**config.mk**
```make
export PLATFORM = sky130hd
export DESIGN_NAME = ssmp_port
export DESIGN_NICKNAME = d
export VERILOG_FILES = /design/src/ssmp_pkg.sv /design/src/ssmp_guard.sv /design/src/ssmp_port.sv /design/src/ssmp_sync.sv
export SDC_FILE = /design/constraint.sdc
export NUM_CORES = 1
export LEC_CHECK = 0
export BUFFER_PORTS_ARGS = -buffer_cell sky130_fd_sc_hd__buf_2
export CORE_MARGIN = 4
export CORE_UTILIZATION = 45
export DETAILED_ROUTE_END_ITERATION = 16
export GPL_ROUTABILITY_DRIVEN = 0
export GPL_TIMING_DRIVEN = 0
export PLACE_DENSITY_LB_ADDON = 0.3
export SLEW_MARGIN = 20
export SYNTH_ARGS = -nofsm -noshare
export SYNTH_HDL_FRONTEND = slang
export SYNTH_HIERARCHICAL = 1
export SYNTH_SLANG_ARGS = --single-unit
```
**constraint.sdc**
```tcl
create_clock -name clk -period 6.5 [get_ports clk]
set_input_delay 0.325 -clock clk [delete_from_list [all_inputs] [get_ports clk]]
set_output_delay 0.325 -clock clk [all_outputs]
set_load 0.05 [all_outputs]
```
**src/ssmp_pkg.sv**
```systemverilog
// shared constants and types for the serial slave memory port
package ssmp_pkg;
  // opcodes
  localparam logic [7:0] OP_WORD_READ = 8'h03;
  localparam logic [7:0] OP_WORD_WRITE = 8'h02;
  localparam logic [7:0] OP_STATUS_READ = 8'h05;
  // bank selector codes
  localparam logic [1:0] BANK_A = 2'h0;
  localparam logic [1:0] BANK_ITEM = 2'h1;
  localparam logic [1:0] BANK_IDENT = 2'h2;
  localparam logic [1:0] BANK_USER = 2'h3;
  // user bank limits
  localparam logic [13:0] ADDR_WRAP_TOP = 14'h07ff;
  localparam logic [13:0] ADDR_USER_TOP = 14'h0eff;
  localparam logic [13:0] ADDR_ZERO = 14'h0000;
  // highest word of identification and item-code banks
  localparam logic [13:0] ADDR_IDENT_TOP = 14'h000f;
  localparam logic [13:0] ADDR_ITEM_TOP = 14'h001f;
  // frame lengths in link clock rising edges
  localparam logic [4:0] OPCODE_BITS = 5'h08;
  localparam logic [4:0] WORD_BITS = 5'h10;
  // error status bit positions
  localparam int ERR_KILLED_BIT = 0;
  localparam int ERR_LOCKED_BIT = 1;
  // reset values
  localparam logic [15:0] WORD_RESET = 16'h0000;
  localparam logic [1:0] ERR_RESET = 2'h0;
  // transaction phases
  typedef enum logic [2:0] {
    SSMP_IDLE, SSMP_OPCODE, SSMP_ADDR, SSMP_RDATA, SSMP_WDATA,
    SSMP_STATUS, SSMP_SKIP
  } ssmp_state_t;
endpackage : ssmp_pkg

```
**src/ssmp_guard.sv**
```systemverilog
// access filter: decides whether a word may be read or written
`timescale 1ns/1ps
module ssmp_guard (
  input wire logic [1:0] bank,
  input wire logic [13:0] addr,
  input wire logic killed,
  input wire logic key_set,
  input wire logic [7:0] area_guard,
  input wire logic [7:0] area_lock,
  input wire logic bank_lock,
  input wire logic past_end,
  output logic rd_ok,
  output logic wr_ok,
  output logic wr_locked
);
  // user area index from address bits 11:9
  wire [2:0] area = addr[11:9];
  wire in_user = (bank == ssmp_pkg::BANK_USER) &&
                 (addr <= ssmp_pkg::ADDR_USER_TOP);
  wire guarded = in_user && area_guard[area];
  wire locked = (in_user && area_lock[area]) || bank_lock;
  // a guarded or keyed or killed word reads as zero
  assign rd_ok = !killed && !key_set && !guarded && !past_end &&
                 (bank != ssmp_pkg::BANK_A);
  assign wr_ok = !killed && !key_set && !guarded && !locked &&
                 !past_end && in_user;
  assign wr_locked = !killed && !wr_ok;
endmodule : ssmp_guard

```
**src/ssmp_port.sv**
```systemverilog
// serial slave memory port: opcode decode, framing, streaming, errors
`timescale 1ns/1ps
// Summary of operation
// RULE1: three opcodes: read 03, write 02, status 05
// RULE2: unknown opcode ignores whole transaction
// RULE3: select rising mid-opcode abandons transaction
// RULE4: bank two bits then fourteen bit address
// RULE5: host sends zero in address top bits
// RULE6: read data changes on falling link edges
// RULE7: select high ends read, output released
// RULE8: address advances every sixteen clocks
// RULE9: low user addresses wrap 7ff to 000
// RULE10: high user reads stop after eff, zeros
// RULE11: id and item banks stop, then zeros
// RULE12: killed, guarded or bank a reads zero
// RULE13: nonzero access key zeros reads, refuses writes
// RULE14: guarded words read zero within range
// RULE15: write: opcode, address, data words, user only
// RULE16: commit only full sixteen bit words
// RULE17: high user writes end at eff
// RULE18: refused writes record error information
// RULE19: write only permitted words of range
// RULE20: status read shifts sixteen bit word
// RULE21: early select rise aborts, then hold low
// RULE22: completed status read clears error bits
// RULE23: bit1 partly locked, bit0 killed, rest zero
// RULE24: status word read only, cleared at power
// RULE25: read errors zero data and record info
// RULE26: select falling restarts counters
module ssmp_port (
  input wire logic clk,
  input wire logic rst_n,
  input wire logic select_n,
  input wire logic link_clk,
  input wire logic serial_in,
  output logic serial_out,
  output logic serial_out_en_n,
  input wire logic killed,
  input wire logic key_set,
  input wire logic [7:0] area_guard,
  input wire logic [7:0] area_lock,
  input wire logic bank_lock,
  output logic [1:0] mem_bank,
  output logic [13:0] mem_addr,
  input wire logic [15:0] mem_rdata,
  output logic [15:0] mem_wdata,
  output logic mem_we
);
  // synchronised pins
  logic [2:0] pins_sync;
  // previous link clock and select
  logic clk_prev_reg;
  logic sel_prev_reg;
  // transaction state
  ssmp_pkg::ssmp_state_t state_reg;
  ssmp_pkg::ssmp_state_t state_next;
  logic is_read_reg;
  // bit counter and shift register
  logic [4:0] bit_cnt_reg;
  logic [15:0] shift_reg;
  // address state
  logic [1:0] bank_reg;
  logic [13:0] addr_reg;
  logic high_start_reg;
  logic past_end_reg;
  // output shifter and enable
  logic [15:0] out_reg;
  logic out_en_reg;
  logic status_done_reg;
  // error status bits: [1] partly locked, [0] killed
  logic [1:0] err_reg;
  // memory write strobe and data
  logic we_reg;
  logic [15:0] wdata_reg;
  // guard answers
  logic rd_ok;
  logic wr_ok;
  logic wr_locked;

  ssmp_sync u_sync (
    .clk(clk),
    .rst_n(rst_n),
    .pins({select_n, link_clk, serial_in}),
    .pins_sync(pins_sync)
  );

  ssmp_guard u_guard (
    .bank(bank_reg),
    .addr(addr_reg),
    .killed(killed),
    .key_set(key_set),
    .area_guard(area_guard),
    .area_lock(area_lock),
    .bank_lock(bank_lock),
    .past_end(past_end_reg),
    .rd_ok(rd_ok),
    .wr_ok(wr_ok),
    .wr_locked(wr_locked)
  );

  // named decode of synchronised pins and edges
  wire sel_n_s = pins_sync[2];
  wire sck_s = pins_sync[1];
  wire din_s = pins_sync[0];
  wire sck_rise = sck_s && !clk_prev_reg;
  wire sck_fall = !sck_s && clk_prev_reg;
  wire sel_fall = !sel_n_s && sel_prev_reg;
  wire active = !sel_n_s;
  wire [15:0] shift_in = {shift_reg[14:0], din_s};
  wire word_done = sck_rise && (bit_cnt_reg == ssmp_pkg::WORD_BITS - 5'h1);
  wire op_done = sck_rise &&
                 (bit_cnt_reg == ssmp_pkg::OPCODE_BITS - 5'h1);
  wire [7:0] opcode = shift_in[7:0];
  wire [13:0] new_addr = shift_in[13:0];
  wire [1:0] new_bank = shift_in[15:14];

  // last word of the bank the transfer runs in
  function automatic logic [13:0] bank_top(input logic [1:0] b,
                                           input logic high);
    if (b == ssmp_pkg::BANK_IDENT) bank_top = ssmp_pkg::ADDR_IDENT_TOP;
    else if (b == ssmp_pkg::BANK_ITEM) bank_top = ssmp_pkg::ADDR_ITEM_TOP;
    else if (high) bank_top = ssmp_pkg::ADDR_USER_TOP;
    else bank_top = ssmp_pkg::ADDR_WRAP_TOP;
  endfunction : bank_top

  // wrap is only for low user starts; others stop at the top
  wire at_top = addr_reg == bank_top(bank_reg, high_start_reg);
  wire wraps = (bank_reg == ssmp_pkg::BANK_USER) && !high_start_reg;
  wire [13:0] addr_inc = (at_top && wraps) ? ssmp_pkg::ADDR_ZERO :
                         addr_reg + 14'h0001;
  wire stop_now = at_top && !wraps;
  // word that the read shifter loads
  wire [15:0] read_word = rd_ok ? mem_rdata : ssmp_pkg::WORD_RESET;
  wire [15:0] status_word = {14'h0000, err_reg};

  // phase sequencing
  always_comb begin
    state_next = state_reg;
    unique case (state_reg)
      ssmp_pkg::SSMP_IDLE: begin
        if (active) state_next = ssmp_pkg::SSMP_OPCODE;
      end
      ssmp_pkg::SSMP_OPCODE: begin
        // RULE1 opcode decode
        if (op_done) begin
          if (opcode == ssmp_pkg::OP_WORD_READ ||
              opcode == ssmp_pkg::OP_WORD_WRITE)
            state_next = ssmp_pkg::SSMP_ADDR;
          else if (opcode == ssmp_pkg::OP_STATUS_READ)
            state_next = ssmp_pkg::SSMP_STATUS;
          // RULE2 unknown ignored
          else
            state_next = ssmp_pkg::SSMP_SKIP;
        end
      end
      ssmp_pkg::SSMP_ADDR: begin
        // RULE4 address framing
        if (word_done)
          state_next = is_read_reg ? ssmp_pkg::SSMP_RDATA :
                       ssmp_pkg::SSMP_WDATA;
      end
      ssmp_pkg::SSMP_RDATA, ssmp_pkg::SSMP_WDATA,
      ssmp_pkg::SSMP_STATUS, ssmp_pkg::SSMP_SKIP: begin
        state_next = state_reg;
      end
      default: state_next = ssmp_pkg::SSMP_IDLE;
    endcase
    // RULE3 RULE7 select rise ends any phase
    if (!active) state_next = ssmp_pkg::SSMP_IDLE;
    // RULE26 restart on select fall
    if (sel_fall) state_next = ssmp_pkg::SSMP_OPCODE;
  end
  skip_quiet_a: assert property ( // RULE2
    @(posedge clk) disable iff (!rst_n) state_reg == ssmp_pkg::SSMP_SKIP
    |-> serial_out_en_n && !mem_we) else $error("unknown opcode acted");
  select_idle_a: assert property ( // RULE3
    @(posedge clk) disable iff (!rst_n) !active |=>
    state_reg == ssmp_pkg::SSMP_IDLE) else $error("select high not idle");

  // edge detect history and state
  always_ff @(posedge clk or negedge rst_n) begin
    if (!rst_n) begin
      clk_prev_reg <= 1'b0;
      sel_prev_reg <= 1'b1;
      state_reg <= ssmp_pkg::SSMP_IDLE;
    end else begin
      clk_prev_reg <= sck_s;
      sel_prev_reg <= sel_n_s;
      state_reg <= state_next;
    end
  end

  // bit counter: opcode then 16-bit frames
  always_ff @(posedge clk or negedge rst_n) begin
    if (!rst_n) begin
      bit_cnt_reg <= 5'h00;
      shift_reg <= ssmp_pkg::WORD_RESET;
    end else if (sel_fall || !active) begin
      // RULE26 fresh counters
      bit_cnt_reg <= 5'h00;
      shift_reg <= ssmp_pkg::WORD_RESET;
    end else if (sck_rise) begin
      shift_reg <= shift_in;
      // opcode end and word end both restart the count
      if (op_done && state_reg == ssmp_pkg::SSMP_OPCODE)
        bit_cnt_reg <= 5'h00;
      else if (word_done)
        bit_cnt_reg <= 5'h00;
      else
        bit_cnt_reg <= bit_cnt_reg + 5'h01;
    end
  end

  // opcode bit0 marks a read, used when the address phase ends
  always_ff @(posedge clk or negedge rst_n) begin
    if (!rst_n) is_read_reg <= 1'b0;
    else if (op_done && state_reg == ssmp_pkg::SSMP_OPCODE)
      is_read_reg <= opcode[0];
  end

  // address capture and increment
  always_ff @(posedge clk or negedge rst_n) begin
    if (!rst_n) begin
      bank_reg <= 2'h0;
      addr_reg <= ssmp_pkg::ADDR_ZERO;
      high_start_reg <= 1'b0;
      past_end_reg <= 1'b0;
    end else if (state_reg == ssmp_pkg::SSMP_ADDR && word_done) begin
      bank_reg <= new_bank;
      addr_reg <= new_addr;
      high_start_reg <= new_addr > ssmp_pkg::ADDR_WRAP_TOP;
      past_end_reg <= 1'b0;
    end else if (word_done && (state_reg == ssmp_pkg::SSMP_RDATA ||
                               state_reg == ssmp_pkg::SSMP_WDATA)) begin
      // RULE8 RULE9 advance, wrap low user range
      if (stop_now)
        // RULE10 RULE11 RULE17 no wrap: zeros or ignored after top
        past_end_reg <= 1'b1;
      else
        addr_reg <= addr_inc;
    end
  end

  // read and status output shifter, status word loaded on the last opcode rise, otherwise changes on falling edges
  always_ff @(posedge clk or negedge rst_n) begin
    if (!rst_n) begin
      out_reg <= ssmp_pkg::WORD_RESET;
      out_en_reg <= 1'b0;
    end else if (!active) begin
      // RULE7 RULE21 release output
      out_reg <= ssmp_pkg::WORD_RESET;
      out_en_reg <= 1'b0;
    end else if (state_reg == ssmp_pkg::SSMP_ADDR && word_done &&
                 is_read_reg) begin
      out_en_reg <= 1'b1;
    end else if (state_reg == ssmp_pkg::SSMP_OPCODE && op_done &&
                 opcode == ssmp_pkg::OP_STATUS_READ) begin
      // RULE20 RULE23 status word, top bits zero
      out_reg <= status_word;
      out_en_reg <= 1'b1;
    end else if (sck_fall && bit_cnt_reg == 5'h00 &&
                 state_reg == ssmp_pkg::SSMP_RDATA) begin
      // RULE6 RULE12 RULE13 RULE14 new word, zeroed if refused
      out_reg <= read_word;
    end else if (sck_fall && !(state_reg == ssmp_pkg::SSMP_STATUS &&
                 bit_cnt_reg == 5'h00 && !status_done_reg)) begin
      // RULE21 first fall keeps the status msb; zeros follow the word
      out_reg <= {out_reg[14:0], 1'b0};
    end
  end
  out_release_a: assert property ( // RULE7
    @(posedge clk) disable iff (!rst_n) !active |=> serial_out_en_n)
    else $error("output driven after select rose");

  // status read completes after sixteen rising edges
  always_ff @(posedge clk or negedge rst_n) begin
    if (!rst_n) status_done_reg <= 1'b0;
    else if (!active) status_done_reg <= 1'b0;
    else if (state_reg == ssmp_pkg::SSMP_STATUS && word_done)
      status_done_reg <= 1'b1;
  end
  wire status_clear = state_reg == ssmp_pkg::SSMP_STATUS && word_done &&
                      !status_done_reg;

  // write commit of complete words only
  wire commit_try = state_reg == ssmp_pkg::SSMP_WDATA && word_done &&
                    !past_end_reg;
  always_ff @(posedge clk or negedge rst_n) begin
    if (!rst_n) begin
      we_reg <= 1'b0;
      wdata_reg <= ssmp_pkg::WORD_RESET;
    end else begin
      // RULE15 RULE16 RULE19 full permitted words only
      we_reg <= commit_try && wr_ok;
      if (commit_try) wdata_reg <= shift_in;
    end
  end
  refused_write_a: assert property ( // RULE18
    @(posedge clk) disable iff (!rst_n) commit_try && (killed || key_set)
    |=> !mem_we) else $error("refused word was written");
  user_write_a: assert property ( // RULE15
    @(posedge clk) disable iff (!rst_n) mem_we |->
    mem_bank == ssmp_pkg::BANK_USER) else $error("write outside user bank");
  // error bits: events win over the status clear
  wire read_try = state_reg == ssmp_pkg::SSMP_RDATA && word_done;
  wire access_try = commit_try || read_try;
  wire set_kill = access_try && killed;
  wire set_lock = (commit_try && wr_locked) ||
                  (read_try && !rd_ok && !killed && !past_end_reg);
  always_ff @(posedge clk or negedge rst_n) begin
    if (!rst_n) begin
      // RULE24 cleared at power up, no write path
      err_reg <= ssmp_pkg::ERR_RESET;
    end else begin
      // RULE18 RULE25 record, RULE22 clear after status read
      err_reg[ssmp_pkg::ERR_KILLED_BIT] <= set_kill ||
        (err_reg[ssmp_pkg::ERR_KILLED_BIT] && !status_clear);
      err_reg[ssmp_pkg::ERR_LOCKED_BIT] <= set_lock ||
        (err_reg[ssmp_pkg::ERR_LOCKED_BIT] && !status_clear);
    end
  end
  status_clear_a: assert property ( // RULE22
    @(posedge clk) disable iff (!rst_n) status_clear && !set_kill &&
    !set_lock |=> err_reg == ssmp_pkg::ERR_RESET) else $error("errors kept");
  // write address is held one cycle with the strobe
  logic [13:0] waddr_reg;
  always_ff @(posedge clk or negedge rst_n) begin
    if (!rst_n) waddr_reg <= ssmp_pkg::ADDR_ZERO;
    else if (commit_try) waddr_reg <= addr_reg;
  end

  assign mem_bank = bank_reg;
  assign mem_addr = we_reg ? waddr_reg : addr_reg;
  assign mem_wdata = wdata_reg;
  assign mem_we = we_reg;
  assign serial_out = out_reg[15];
  assign serial_out_en_n = !out_en_reg;
endmodule : ssmp_port

```
**src/ssmp_sync.sv**
```systemverilog
// two-flop synchroniser for a bundle of link pins
`timescale 1ns/1ps
module ssmp_sync (
  input wire logic clk,
  input wire logic rst_n,
  input wire logic [2:0] pins,
  output logic [2:0] pins_sync
);
  // first stage is read only by the second stage
  logic [2:0] meta_reg;

  // sampled from outside the clock domain
  always_ff @(posedge clk or negedge rst_n) begin
    if (!rst_n) begin
      meta_reg <= 3'h5;
      pins_sync <= 3'h5;
    end else begin
      meta_reg <= pins;
      pins_sync <= meta_reg;
    end
  end
endmodule : ssmp_sync
```
==> impl_metrics.py <==
metrics = {
    "outcome": {
        "outcome": "finished, final reports clean",
    },
    "worst_setup_path": {
        "crit_path_end_kind": "flip-flop",
        "crit_arrival_ns": 2.83,
        "critical_path.max_fanout": 10,
        "r2r_cells": 9,
        "r2r_slack_ns": 3.89,
        "cp_data_required_time_ns": 6.72,
        "cpPeakStageDelay_ns": 0.46,
        "critical_path_class": "flip-flop to flip-flop",
        "slowest_stage": "or4_4",
        "crit_chain": "inv_1 -> ha_1 -> xnor2_1 -> or4_4 -> o311ai_4 -> buf_6 -> a21oi_2 -> o31ai_1 -> o211ai_1",
        "start_kind": "flip-flop",
    },
    "logic_synthesis": {
        "yosys.cell_types.count": 62,
        "syn_area_per_cell_um2": 10.3,
        "yosys_register_bits": 101,
        "synthesis.nets": 553,
        "synth_area_mm2": 0.00525,
        "syn_inst": 507,
        "synthArstFlopShare_pct": 100,
        "synthTopCellsByArea": "dfrtp_1 (46%), mux2_2 (10%), nand2_1 (4.8%), a21oi_1 (4.6%), dfstp_2 (2.5%)",
        "synthFlopType": "dfrtp_1",
        "yosys_warnings": 6,
        "ys_top_cells_by_count": "dfrtp_1 (96), nand2_1 (67), a21oi_1 (48), mux2_2 (47), nor2_1 (23)",
        "synth.most_common_cell": "dfrtp_1",
        "ys_seq_area_share_pct": 48.3,
        "synth_area_leader_cell": "dfrtp_1",
        "synth_top_area_share_pct": 45.8,
        "synth_edf_count": 0,
    },
    "drt": {
        "ant_nets": 0,
        "viasPerCell": 5.79,
        "drt-total-wl_mm": 12.5,
        "wl_per_cell_um": 16.9,
        "drt-pass1-iter-count": 5,
        "drt_iter0_markers": 393,
        "vias": 4293,
        "drc_errors": 0,
    },
    "hold_path": {
        "hold_depth": 1,
        "hp-class": "primary input to flip-flop",
    },
    "power": {
        "powerDensity_mw_per_mm2": 198,
        "power.leakage_nw": 2.75,
        "peakVddDrop_mv": 0.141,
        "total_power_mw": 1.21,
    },
    "layout": {
        "layout.nets": 640,
        "drive_gt1_share_pct": 29.4,
        "seq_area_mm2": 0.00253,
        "antenna_cells": 0,
        "num-fill-cells": 1035,
        "area_growth_pct": 16.6,
        "multiInputGateArea_mm2": 0.00250,
    },
    "floorplan": {
        "core-area_mm2": 0.0114,
        "dieHeight_um": 116,
        "initial_core_util_pct": 45.9,
        "die-area_mm2": 0.0134,
        "die_x_um": 116,
        "num_rows": 39,
        "ioPinCount": 75,
    },
    "cts": {
        "cts_resized": 0,
        "postCtsSetupRepairBufs": 0,
        "htreeDepth": 3,
        "cts.sinks": 101,
        "postCtsHoldBufs": 1,
        "clk_path_buf_depth": 2,
        "cts_tree": "yes",
        "cts.root.buffer_cell": "clkbuf_16",
        "cts_buffers": 9,
        "clk_latency_ns": 0.35,
        "clk_pin_slew_ns": 0.07,
    },
    "global_routing": {
        "grt_antenna_before_repair": 0,
        "grt_pass1_vias": 4085,
        "grt-ovfl-total": 0,
        "grtUsageTotal_pct": 19.2,
        "grt_pass1_wl_mm": 20.4,
        "grt_max_degree": 61,
    },
    "placed_design": {
        "numPortBuffers": 74,
        "hpwl_mm": 9.05,
    },
    "timing": {
        "grt_setup_unrepaired": "false",
        "fin_skew_ns": 0.00915,
        "worst_slew_pin_slew_ns": 0.740,
        "tns_ns": 0,
        "hold_viol": 0,
        "min_period_ns": 2.61,
        "fmax_mhz": 384,
        "finalCritPeriodShare_pct": 40.1,
        "fin_worst_hold_slack_ns": 0.0699,
        "finalSetupViolCount": 0,
        "slew_viol_final": 0,
        "relSlewSlack_pct": 50.4,
    },
    "job": {
        "drv_cap": 0,
    },
}
-- per-stage QoR --
stage          utilization [%]  instances  setup WS (ns)  cell area [um2]
6_report                  53.6        742           3.89             6120
5_1_grt                   53.6        742           3.71             6120
4_1_cts                   53.6        742           3.92             6120
3_5_place_dp              51.0        725           3.95             5830
3_3_place_gp              50.7        724           4.00             5790
2_1_floorplan                -        507           3.87             5250
-- layout make-up --
type                       instances  area share [%]
buffer                            31            2.72
tap                              143            2.92
multi-input combinational        363            40.9
sequential                       101            41.4
clock buffer                      12            4.19
timing repair buffer              76            6.77
clock inverter                     4           0.368
inverter                          12           0.736
-- cells by family (layout without fill, tap and decap cells) --
kind of cell,after synthesis,count (layout),share of synthesized area (%)
AOI/OAI and AO/OA,118,118,15.6
xor gates and xnor gates,3,3,0.501
adders and majority gates,6,6,1.43
buffers and inverters,43,135,4.03
DFF,101,101,48.3
muxes,53,53,11.5
and+or+nand+nor,183,183,18.7
-- placed cells by master, fill, tap and decap left out, drive strengths merged, types with 4 or more instances in the layout --
master,instances
or3,4
dfrtp,96
inv,12
nor3b,5
o31ai,7
nor2,23
o2bb2ai,14
nand3,9
and3,16
nor2b,9
o211ai,4
nor3,18
dfstp,5
ha,6
mux2i,5
o21ai,15
nand2b,7
or4,4
clkbuf,27
o311ai,9
nand2,67
mux2,47
a21oi,49
nor4,7
buf,91
-- final timing paths --
| path | startpoint | endpoint |
|---|---|---|
| min in group asynchronous | rst_n | waddr_reg[11] |
| hold / removal | serial_in | u_sync/meta_reg[0] |
| max in group asynchronous | rst_n | u_sync/meta_reg[0] |
| setup / recovery | mem_bank[0] | addr_reg[12] |
| hold reg to reg | u_sync/meta_reg[2] | u_sync/pins_sync[2] |
| setup reg to reg | mem_bank[0] | addr_reg[12] |
-- worst max-delay path, delay by kind of cell (launching register included) --
family / cells / cell delay, ns
compound gates: 4 / 0.81
xor+xnor: 1 / 0.16
fa+ha+maj: 1 / 0.28
buf+inv: 2 / 0.31
flops: 1 / 0.45
simple gates: 1 / 0.46
-- metal layers --
metal | wire length [um] | track usage, % | part of all wire (%) | vias to the layer above
met5 | 0 | 0 | 0 | -
met1 | 5720 | 26.9 | 46 | 2114
met3 | 843 | 3.55 | 6.7 | 24
met4 | 325 | 8.20 | 2.6 | 0
met2 | 5610 | 29.3 | 45 | 137
li1 | - | - | - | 2018
-- power by group --
part	leakage [nW]	switching [mW]	total (mW)	internal, mW
clock	0.138	0.232	0.511	0.279
sequential	1.37	0.00526	0.639	0.634
combinational	1.24	0.0370	0.0600	0.0230
total	2.75	0.274	1.21	0.936
Note: power is estimated with default switching activity, not from simulation.
